$ cat config.mk
export PLATFORM = sky130hd
export DESIGN_NAME = csso_exec
export DESIGN_NICKNAME = d
export VERILOG_FILES = /design/src/design/csso_pkg.sv /design/src/design/csso_cmp_if.sv /design/src/design/csso_cmp.sv /design/src/design/csso_exec.sv
export VERILOG_INCLUDE_DIRS = /design/src /design/src/design
export SDC_FILE = /design/constraint.sdc
export NUM_CORES = 1
export LEC_CHECK = 0
export BUFFER_PORTS_ARGS = -buffer_cell sky130_fd_sc_hd__buf_2
export CORE_UTILIZATION = 35
export DETAILED_ROUTE_END_ITERATION = 8
export GPL_TIMING_DRIVEN = 1
export SYNTH_ARGS = -nofsm -noshare
export SYNTH_HDL_FRONTEND = slang
export SYNTH_SLANG_ARGS = --single-unit
$ cat constraint.sdc
create_clock -name clk_sys_i -period 7.2 [get_ports clk_sys_i]
set_input_delay 0.72 -clock clk_sys_i [delete_from_list [all_inputs] [get_ports clk_sys_i]]
set_output_delay 0.72 -clock clk_sys_i [all_outputs]
set_load 0.01 [all_outputs]
$ cat src/design/csso_map.svh
// constants for the compare and string search execution block
// assumes inclusion by the package and the modules that need numbers
`ifndef CSSO_MAP_SVH
`define CSSO_MAP_SVH
`define CSSO_IO_RESET_CYCLES 16
`define CSSO_TRUE_BYTE 8'h01
`define CSSO_FALSE_BYTE 8'h00
`define CSSO_ARG_MAX_BYTES 8
`define CSSO_POS_START 16'hffff
`define CSSO_POS_DONE 16'hfffe
`define CSSO_OP_NONE 3'h0
`define CSSO_OP_BUSRST 3'h1
`define CSSO_OP_CMP_EQ 3'h2
`define CSSO_OP_CMP_NE 3'h3
`define CSSO_OP_CMP_GT 3'h4
`define CSSO_OP_CMP_GE 3'h5
`define CSSO_OP_FIND 3'h6
`define CSSO_OP_SETM 3'h7
`endif

$ cat src/design/csso_pkg.sv
// types for the compare and string search execution block
// assumes csso_map.svh is on the include path
`include "csso_map.svh"
package csso_pkg;
    typedef enum logic [2:0] {
        CSSO_OP_NONE_E = `CSSO_OP_NONE,
        CSSO_OP_BUSRST_E = `CSSO_OP_BUSRST,
        CSSO_OP_CMP_EQ_E = `CSSO_OP_CMP_EQ,
        CSSO_OP_CMP_NE_E = `CSSO_OP_CMP_NE,
        CSSO_OP_CMP_GT_E = `CSSO_OP_CMP_GT,
        CSSO_OP_CMP_GE_E = `CSSO_OP_CMP_GE,
        CSSO_OP_FIND_E = `CSSO_OP_FIND,
        CSSO_OP_SETM_E = `CSSO_OP_SETM
    } csso_op_t;
    typedef enum logic [1:0] {
        CSSO_DT_BYTE = 2'h0,
        CSSO_DT_INT = 2'h1,
        CSSO_DT_ORD = 2'h2,
        CSSO_DT_STR = 2'h3
    } csso_dtype_t;
    typedef enum logic [3:0] {
        CSSO_ST_IDLE = 4'b0001,
        CSSO_ST_SCAN = 4'b0010,
        CSSO_ST_DONE = 4'b0100,
        CSSO_ST_RST = 4'b1000
    } csso_state_t;
endpackage
$ cat src/design/csso_cmp_if.sv
// carries the compare request and result between top and compare unit
// assumes one clock domain
`timescale 1ns/1ps
interface csso_cmp_if #(parameter int W = 32);
    logic [W-1:0] a;
    logic [W-1:0] b;
    logic sgn;
    logic [1:0] kind;
    logic res;
    modport top (output a, output b, output sgn, output kind, input res);
    modport unit (input a, input b, input sgn, input kind, output res);
endinterface

$ cat src/design/csso_cmp.sv
// boolean compare of two equal-width operands
// assumes operands already zero or sign extended to full width
`timescale 1ns/1ps
module csso_cmp
    import csso_pkg::*;
(
    csso_cmp_if.unit cmp
);
    logic gt;
    logic eq;
    always_comb begin
        eq = (cmp.a == cmp.b);
        if (cmp.sgn) begin
            gt = ($signed(cmp.a) > $signed(cmp.b)); // RULE_19
        end else begin
            gt = (cmp.a > cmp.b); // RULE_19
        end
        case (cmp.kind)
            2'h0: cmp.res = eq; // RULE_03
            2'h1: cmp.res = !eq; // RULE_04
            2'h2: cmp.res = gt; // RULE_05
            default: cmp.res = gt | eq; // RULE_06
        endcase
    end
endmodule

$ cat src/design/csso_exec.sv
// execution logic for bus reset, compare and string search operations
// assumes operands fetched by the core; string bytes read one per cycle
// Behaviour
// RULE_01: bus reset drives io_reset_bit low exactly 16 cycles, then high.
// RULE_02: bus reset takes no operands at all.
// RULE_03: equal compare writes 01 when equal, else 00.
// RULE_04: not-equal compare writes 01 when different, else 00.
// RULE_05: greater compare writes 01 when first exceeds second, else 00.
// RULE_06: greater-or-equal compare writes 01 when first not below second.
// RULE_07: result in low bit; only destination least byte is changed.
// RULE_08: program gives both compare operands same type and length.
// RULE_09: program should give compare destinations byte type.
// RULE_10: find accepts byte, integer, ordinal or string argument; first occurrence.
// RULE_11: searched string length comes from its descriptor, bounding search.
// RULE_12: string argument uses only its first 8 bytes.
// RULE_13: search starts at second operand position; -1 means first byte.
// RULE_14: program loads start position before a search.
// RULE_15: find match stores positive byte position into second operand.
// RULE_16: set match stops at first byte in set, stores position.
// RULE_17: search finishing without match writes -2.
// RULE_18: positive start position resumes after that position.
// RULE_19: integers compare signed; byte and ordinal compare unsigned.
`timescale 1ns/1ps
`include "csso_map.svh"
module csso_exec
    import csso_pkg::*;
#(
    parameter int DW = 32,
    parameter int PW = 16,
    parameter int ARGB = `CSSO_ARG_MAX_BYTES
)
(
    // clock and reset
    input wire logic clk_sys_i,
    input wire logic rstn_i,
    // request
    input wire logic start_i,
    input wire logic [2:0] op_i,
    input wire logic [1:0] dtype_i,
    input wire logic [3:0] arg_len_i,
    input wire logic [ARGB*8-1:0] first_operand_i,
    input wire logic [DW-1:0] second_operand_i,
    input wire logic [DW-1:0] third_operand_i,
    input wire logic [PW-1:0] str_len_i,
    // string byte read port
    output logic [PW-1:0] str_addr_o,
    input wire logic [7:0] str_data_i,
    // results
    output logic busy_o,
    output logic done_o,
    output logic [DW-1:0] dest_o,
    output logic dest_we_o,
    output logic [PW-1:0] pos_o,
    output logic pos_we_o,
    output logic io_reset_bit_o
);
    typedef struct packed {
        csso_state_t st;
        csso_op_t op;
        logic [4:0] rcnt;
        logic [PW-1:0] idx;
        logic [PW-1:0] len;
        logic [ARGB*8-1:0] arg;
        logic [3:0] alen;
        logic [ARGB*8-1:0] win;
        logic [3:0] wcnt;
        logic [DW-1:0] dest;
        logic dest_we;
        logic [PW-1:0] pos;
        logic pos_we;
        logic done;
        logic io_rst;
    } csso_state_s_t;

    csso_state_s_t cur_ff;
    csso_state_s_t nxt_cur;
    csso_cmp_if #(.W(DW)) cmp_bus();

    csso_cmp u_cmp (
        .cmp(cmp_bus.unit)
    );

    // argument length in bytes from the operand type
    function automatic logic [3:0] arg_bytes(input logic [1:0] dt, input logic [3:0] sl);
        case (dt)
            CSSO_DT_BYTE: arg_bytes = 4'h1;
            CSSO_DT_INT, CSSO_DT_ORD: arg_bytes = 4'((DW / 8));
            default: arg_bytes = (sl > 4'(ARGB)) ? 4'(ARGB) : ((sl == 4'h0) ? 4'h1 : sl); // RULE_12
        endcase
    endfunction

    // byte k of the packed argument
    function automatic logic [7:0] arg_byte(input logic [ARGB*8-1:0] v, input int k);
        arg_byte = v[k*8 +: 8];
    endfunction

    always_comb begin
        cmp_bus.b = second_operand_i;
        cmp_bus.a = first_operand_i[DW-1:0];
        cmp_bus.sgn = (dtype_i == CSSO_DT_INT); // RULE_19
        // opcodes 2..5 map to unit kinds 0 eq, 1 ne, 2 gt, 3 ge
        cmp_bus.kind = op_i[1:0] ^ 2'h2;
    end

    logic set_hit;
    logic str_hit;
    logic [ARGB*8-1:0] win_new;
    always_comb begin
        win_new = {cur_ff.win[ARGB*8-9:0], str_data_i};
        set_hit = 1'b0;
        str_hit = 1'b1;
        for (int k = 0; k < ARGB; k++) begin
            if (k < int'(cur_ff.alen) && arg_byte(cur_ff.arg, k) == str_data_i) begin
                set_hit = 1'b1; // RULE_16
            end
            // window holds last bytes, newest in byte 0; arg byte 0 is first
            if (k < int'(cur_ff.alen) && arg_byte(win_new, k) != arg_byte(cur_ff.arg, int'(cur_ff.alen) - 1 - k)) begin
                str_hit = 1'b0; // RULE_10
            end
        end
        if (cur_ff.wcnt + 4'h1 < cur_ff.alen) begin
            str_hit = 1'b0;
        end
    end

    always_comb begin
        nxt_cur = cur_ff;
        nxt_cur.dest_we = 1'b0;
        nxt_cur.pos_we = 1'b0;
        nxt_cur.done = 1'b0;
        case (cur_ff.st)
            CSSO_ST_IDLE: begin
                if (start_i) begin
                    nxt_cur.op = csso_op_t'(op_i);
                    case (csso_op_t'(op_i))
                        CSSO_OP_BUSRST_E: begin
                            // no operand fetch at all
                            nxt_cur.rcnt = 5'(`CSSO_IO_RESET_CYCLES); // RULE_02
                            nxt_cur.io_rst = 1'b0; // RULE_01
                            nxt_cur.st = CSSO_ST_RST;
                        end
                        CSSO_OP_CMP_EQ_E, CSSO_OP_CMP_NE_E, CSSO_OP_CMP_GT_E, CSSO_OP_CMP_GE_E: begin
                            nxt_cur.dest = {third_operand_i[DW-1:8], 7'h00, cmp_bus.res}; // RULE_07
                            nxt_cur.dest_we = 1'b1;
                            nxt_cur.done = 1'b1;
                        end
                        CSSO_OP_FIND_E, CSSO_OP_SETM_E: begin
                            nxt_cur.arg = first_operand_i;
                            nxt_cur.alen = arg_bytes(dtype_i, arg_len_i); // RULE_12
                            nxt_cur.len = str_len_i; // RULE_11
                            nxt_cur.win = '0;
                            nxt_cur.wcnt = 4'h0;
                            if (second_operand_i[PW-1:0] == `CSSO_POS_START || second_operand_i[PW-1]) begin
                                nxt_cur.idx = '0; // RULE_13
                            end else if (csso_op_t'(op_i) == CSSO_OP_FIND_E) begin
                                // positions are 1-based; resume after the previous match start
                                nxt_cur.idx = second_operand_i[PW-1:0]; // RULE_18
                            end else begin
                                nxt_cur.idx = second_operand_i[PW-1:0]; // RULE_18
                            end
                            nxt_cur.st = CSSO_ST_SCAN;
                        end
                        default: begin
                            nxt_cur.done = 1'b1;
                        end
                    endcase
                end
            end
            CSSO_ST_SCAN: begin
                if (cur_ff.idx >= cur_ff.len) begin
                    nxt_cur.pos = `CSSO_POS_DONE; // RULE_17
                    nxt_cur.pos_we = 1'b1;
                    nxt_cur.st = CSSO_ST_DONE;
                end else begin
                    nxt_cur.win = win_new;
                    nxt_cur.wcnt = (cur_ff.wcnt == 4'(ARGB)) ? cur_ff.wcnt : cur_ff.wcnt + 4'h1;
                    nxt_cur.idx = cur_ff.idx + 1'b1;
                    if (cur_ff.op == CSSO_OP_SETM_E && set_hit) begin
                        nxt_cur.pos = cur_ff.idx + 1'b1; // RULE_16
                        nxt_cur.pos_we = 1'b1;
                        nxt_cur.st = CSSO_ST_DONE;
                    end else if (cur_ff.op == CSSO_OP_FIND_E && str_hit) begin
                        nxt_cur.pos = PW'(cur_ff.idx + 2'd2 - PW'(cur_ff.alen)); // RULE_15
                        nxt_cur.pos_we = 1'b1;
                        nxt_cur.st = CSSO_ST_DONE;
                    end
                end
            end
            CSSO_ST_DONE: begin
                nxt_cur.done = 1'b1;
                nxt_cur.st = CSSO_ST_IDLE;
            end
            CSSO_ST_RST: begin
                nxt_cur.rcnt = cur_ff.rcnt - 5'h01;
                if (cur_ff.rcnt == 5'h01) begin
                    nxt_cur.io_rst = 1'b1; // RULE_01
                    nxt_cur.done = 1'b1;
                    nxt_cur.st = CSSO_ST_IDLE;
                end
            end
            default: begin
                nxt_cur.st = CSSO_ST_IDLE;
            end
        endcase
    end

    always_ff @(posedge clk_sys_i or negedge rstn_i) begin
        if (!rstn_i) begin
            cur_ff <= '{st: CSSO_ST_IDLE, op: CSSO_OP_NONE_E, io_rst: 1'b1, default: '0};
        end else begin
            cur_ff <= nxt_cur;
        end
    end

    assign str_addr_o = cur_ff.idx;
    assign busy_o = (cur_ff.st != CSSO_ST_IDLE);
    assign done_o = cur_ff.done;
    assign dest_o = cur_ff.dest;
    assign dest_we_o = cur_ff.dest_we;
    assign pos_o = cur_ff.pos;
    assign pos_we_o = cur_ff.pos_we;
    assign io_reset_bit_o = cur_ff.io_rst;
endmodule

==> impl_metrics.json <==
{
  "outcome": "completed",
  "p_leak_nw": 8.87,
  "setup_viol": 0,
  "placed_area_um2": 18400,
  "wl_per_cell_um": 21.7,
  "fillCellCount": 4759,
  "drive_above_1_share_pct": 22.7,
  "clkSinkCount": 217,
  "stdcell_area_um2": 19200,
  "grt_pass1_wl_um": 84400,
  "drv_slew": 0,
  "cp_slowest_cell": "o2111a_1",
  "die_w_um": 224,
  "crit_chain": "inv_1 -> ha_4 -> inv_1 -> ha_1 -> inv_1 -> mux4_2 -> nor4b_1 -> a31o_2 -> a21oi_1 -> nor3_1 -> a31oi_1 -> nor4_1 -> o2111a_1 -> o31ai_4 -> mux2_1",
  "nNetsFinal": 2152,
  "swShare_pct": 43.8,
  "io_buffers": 217,
  "cts_setup_buffers": 0,
  "viasPerCell": 5.66,
  "hp-class": "input port to async pin",
  "tightest_slew_ns": 1.09,
  "crit_required_ns": 7.62,
  "initial_core_util_pct": 35.8,
  "share_comb_of_total_power_pct": 54.7,
  "die_y_um": 224,
  "fin_crit_ns": 5.99,
  "ys.warnings.count": 1,
  "critPathMaxFanout": 33,
  "crit_family": "compound AO/OA/AOI/OAI gates",
  "place_ws_ns": 1.26,
  "endpoint_kind": "register",
  "die-area_um2": 50000,
  "ys_seq_area_share_pct": 31.6,
  "synth_ff_type": "dfrtp_1",
  "ys_ff_latch": 217,
  "drc": 0,
  "async_flop_share_pct": 100,
  "routed_wl_um": 54700,
  "rsz0062_at_grt": "false",
  "ys_top_cells_by_area": "dfrtp_1, mux2i_1, ha_1",
  "critPathBufInv": 3,
  "hold_buffers": 0,
  "clock.fmax_mhz": 167,
  "synth_top_area_share_pct": 31.3,
  "internal-power_w": 0.00374,
  "cts-buffers-inserted": 25,
  "tns_ns": 0,
  "area_growth_pct": 11.5,
  "critical_path_class": "register to register",
  "cts_tree": "yes",
  "clk_pin_slew_ns": 0.06,
  "synthTopCellsByCount": "dfrtp_1, nand2_1, mux2i_1",
  "num_io_pins": 233,
  "via_count": 14300,
  "yosysMostFrequentCell": "dfrtp_1",
  "synth_area_um2": 17200,
  "cap_violations": 0,
  "crit_top_cell": "inv_1",
  "power_switching_w": 0.00292,
  "critPathLaunchType": "register",
  "ys_types": 81,
  "skew_ns": 0.0216,
  "cts-resized-gates": 0,
  "crit_arrival_ns": 6.42,
  "ant_nets": 0,
  "hold_violations": 0,
  "gp_congestion": 0.954,
  "cts_root_buf": "clkbuf_16",
  "grt_pass1_vias": 14000,
  "maxSlewHeadroom_pct": 27.3,
  "irDropWorstVdd_mv": 0.182,
  "yosysTopAreaCell": "dfrtp_1",
  "n_antenna_cell": 0,
  "dp_hpwl_um": 41900,
  "max_stage_delay_ns": 0.79,
  "drt_pass1_iterations": 6,
  "synth-edff-count": 0,
  "fin_ws_ns": 1.21,
  "clk_latency_ns": 0.56,
  "drt_iter0_markers": 1055,
  "clock_path_buffers": 3,
  "fin_crit_sh_pct": 83.2,
  "h-tree-depth": 1,
  "core.rowCount": 80,
  "core-area_um2": 48000,
  "synthCells": 1783,
  "grt.overflow.total": 0,
  "grt_max_degree": 148,
  "power_per_cell_area_nw_per_um2": 347,
  "seq_power_share_pct": 26.3,
  "grt_use_total_pct": 21.8,
  "avgSynthCellArea_um2": 9.64,
  "pwr-share-clk_pct": 19.1,
  "grt_antenna_before_repair": 1
}
[power groups by stage]
stage | clock network (W) | registers, W | logic, W
after global routing | 0.00134 | 0.00178 | 0.00389
after CTS | 0.00130 | 0.00174 | 0.00358
after floorplan | 0 | 0.00162 | 0.00272
after global placement | 0 | 0.00175 | 0.00349
final | 0.00127 | 0.00175 | 0.00364
after detailed placement | 0 | 0.00176 | 0.00357
[flip-flops by register name (all words and copies together) (netlist names)]
signal	count
io_reset_bit_o	1
pos_o	16
dest_we_o	1
dest_o	25
str_addr_o	16
pos_we_o	1
done_o	1
cur_ff	156
[final cells by class]
cell class	count	area (µm²)	share of cell area (%)
clock buffer	37	731	3.81
clock inverter	9	77.6	0.405
inverter	96	360	1.88
multi-input combinational	1315	10500	55.0
sequential	217	5430	28.4
tap	615	769	4.01
timing repair buffer	233	1250	6.54
[placed cells by master (no fill, tap or decap), types with 21 or more instances in the layout]
| master | instances |
|---|---|
| mux2i_1 | 150 |
| inv_1 | 91 |
| mux2_2 | 91 |
| nor2_1 | 106 |
| o21ai_0 | 78 |
| xnor2_1 | 82 |
| nor3_1 | 31 |
| clkbuf_16 | 25 |
| dfrtp_1 | 214 |
| buf_2 | 216 |
| nand4_1 | 21 |
| mux4_2 | 42 |
| ha_1 | 98 |
| xor2_1 | 54 |
| a21oi_1 | 64 |
| nand2_1 | 163 |
| a211oi_1 | 22 |
[metrics by stage]
stage	util (%)	total power, W	std cells	hold WS [ns]
floorplan	-	0.00434	1789	0.424
global placement	38.2	0.00524	2476	0.454
detailed placement	38.2	0.00533	2476	0.459
CTS	39.9	0.00662	2522	0.252
global route	39.9	0.00701	2522	0.292
finish	39.9	0.00666	2522	0.206
[per-layer routing]
| metal | up-vias | routed length (µm) | track usage (%) |
|---|---|---|---|
| met4 | 2 | 2310 | 9.01 |
| met3 | 106 | 3820 | 3.50 |
| met5 | - | 11 | 0 |
| li1 | 6568 | - | - |
| met2 | 556 | 25200 | 34.8 |
| met1 | 7030 | 23400 | 29.2 |
[logic make-up (layout without fill, tap and decap cells)]
group                      Yosys count  count (layout)  share of synthesized area [%]
muxes                              288             288                           20.5
and+or+nand+nor                    459             459                           13.1
other                                1               7                         0.0218
buffers and inverters              257             375                           7.50
AOI/OAI and AO/OA                  323             323                           12.7
DFF                                217             217                           31.6
adders and majority gates          100             100                           7.32
xor gates and xnor gates           138             138                           7.19
[path summary, 6_finish.rpt]
path / depth (start not counted) / end / slack, ns / startpoint
min in group clk_sys_i: 3 / dest_o[21] / 0.35 / third_operand_i[21]
max reg2reg: 15 / pos_o[10] / 1.21 / cur_ff[121]
min: 1 / cur_ff[220] / 0.21 / rstn_i
min reg2reg: 2 / dest_o[17] / 0.47 / dest_o[17]
max in group asynchronous: 2 / cur_ff[183] / 5.90 / rstn_i
max: 15 / pos_o[10] / 1.21 / cur_ff[121]
Note: power is estimated with default switching activity, not from simulation.
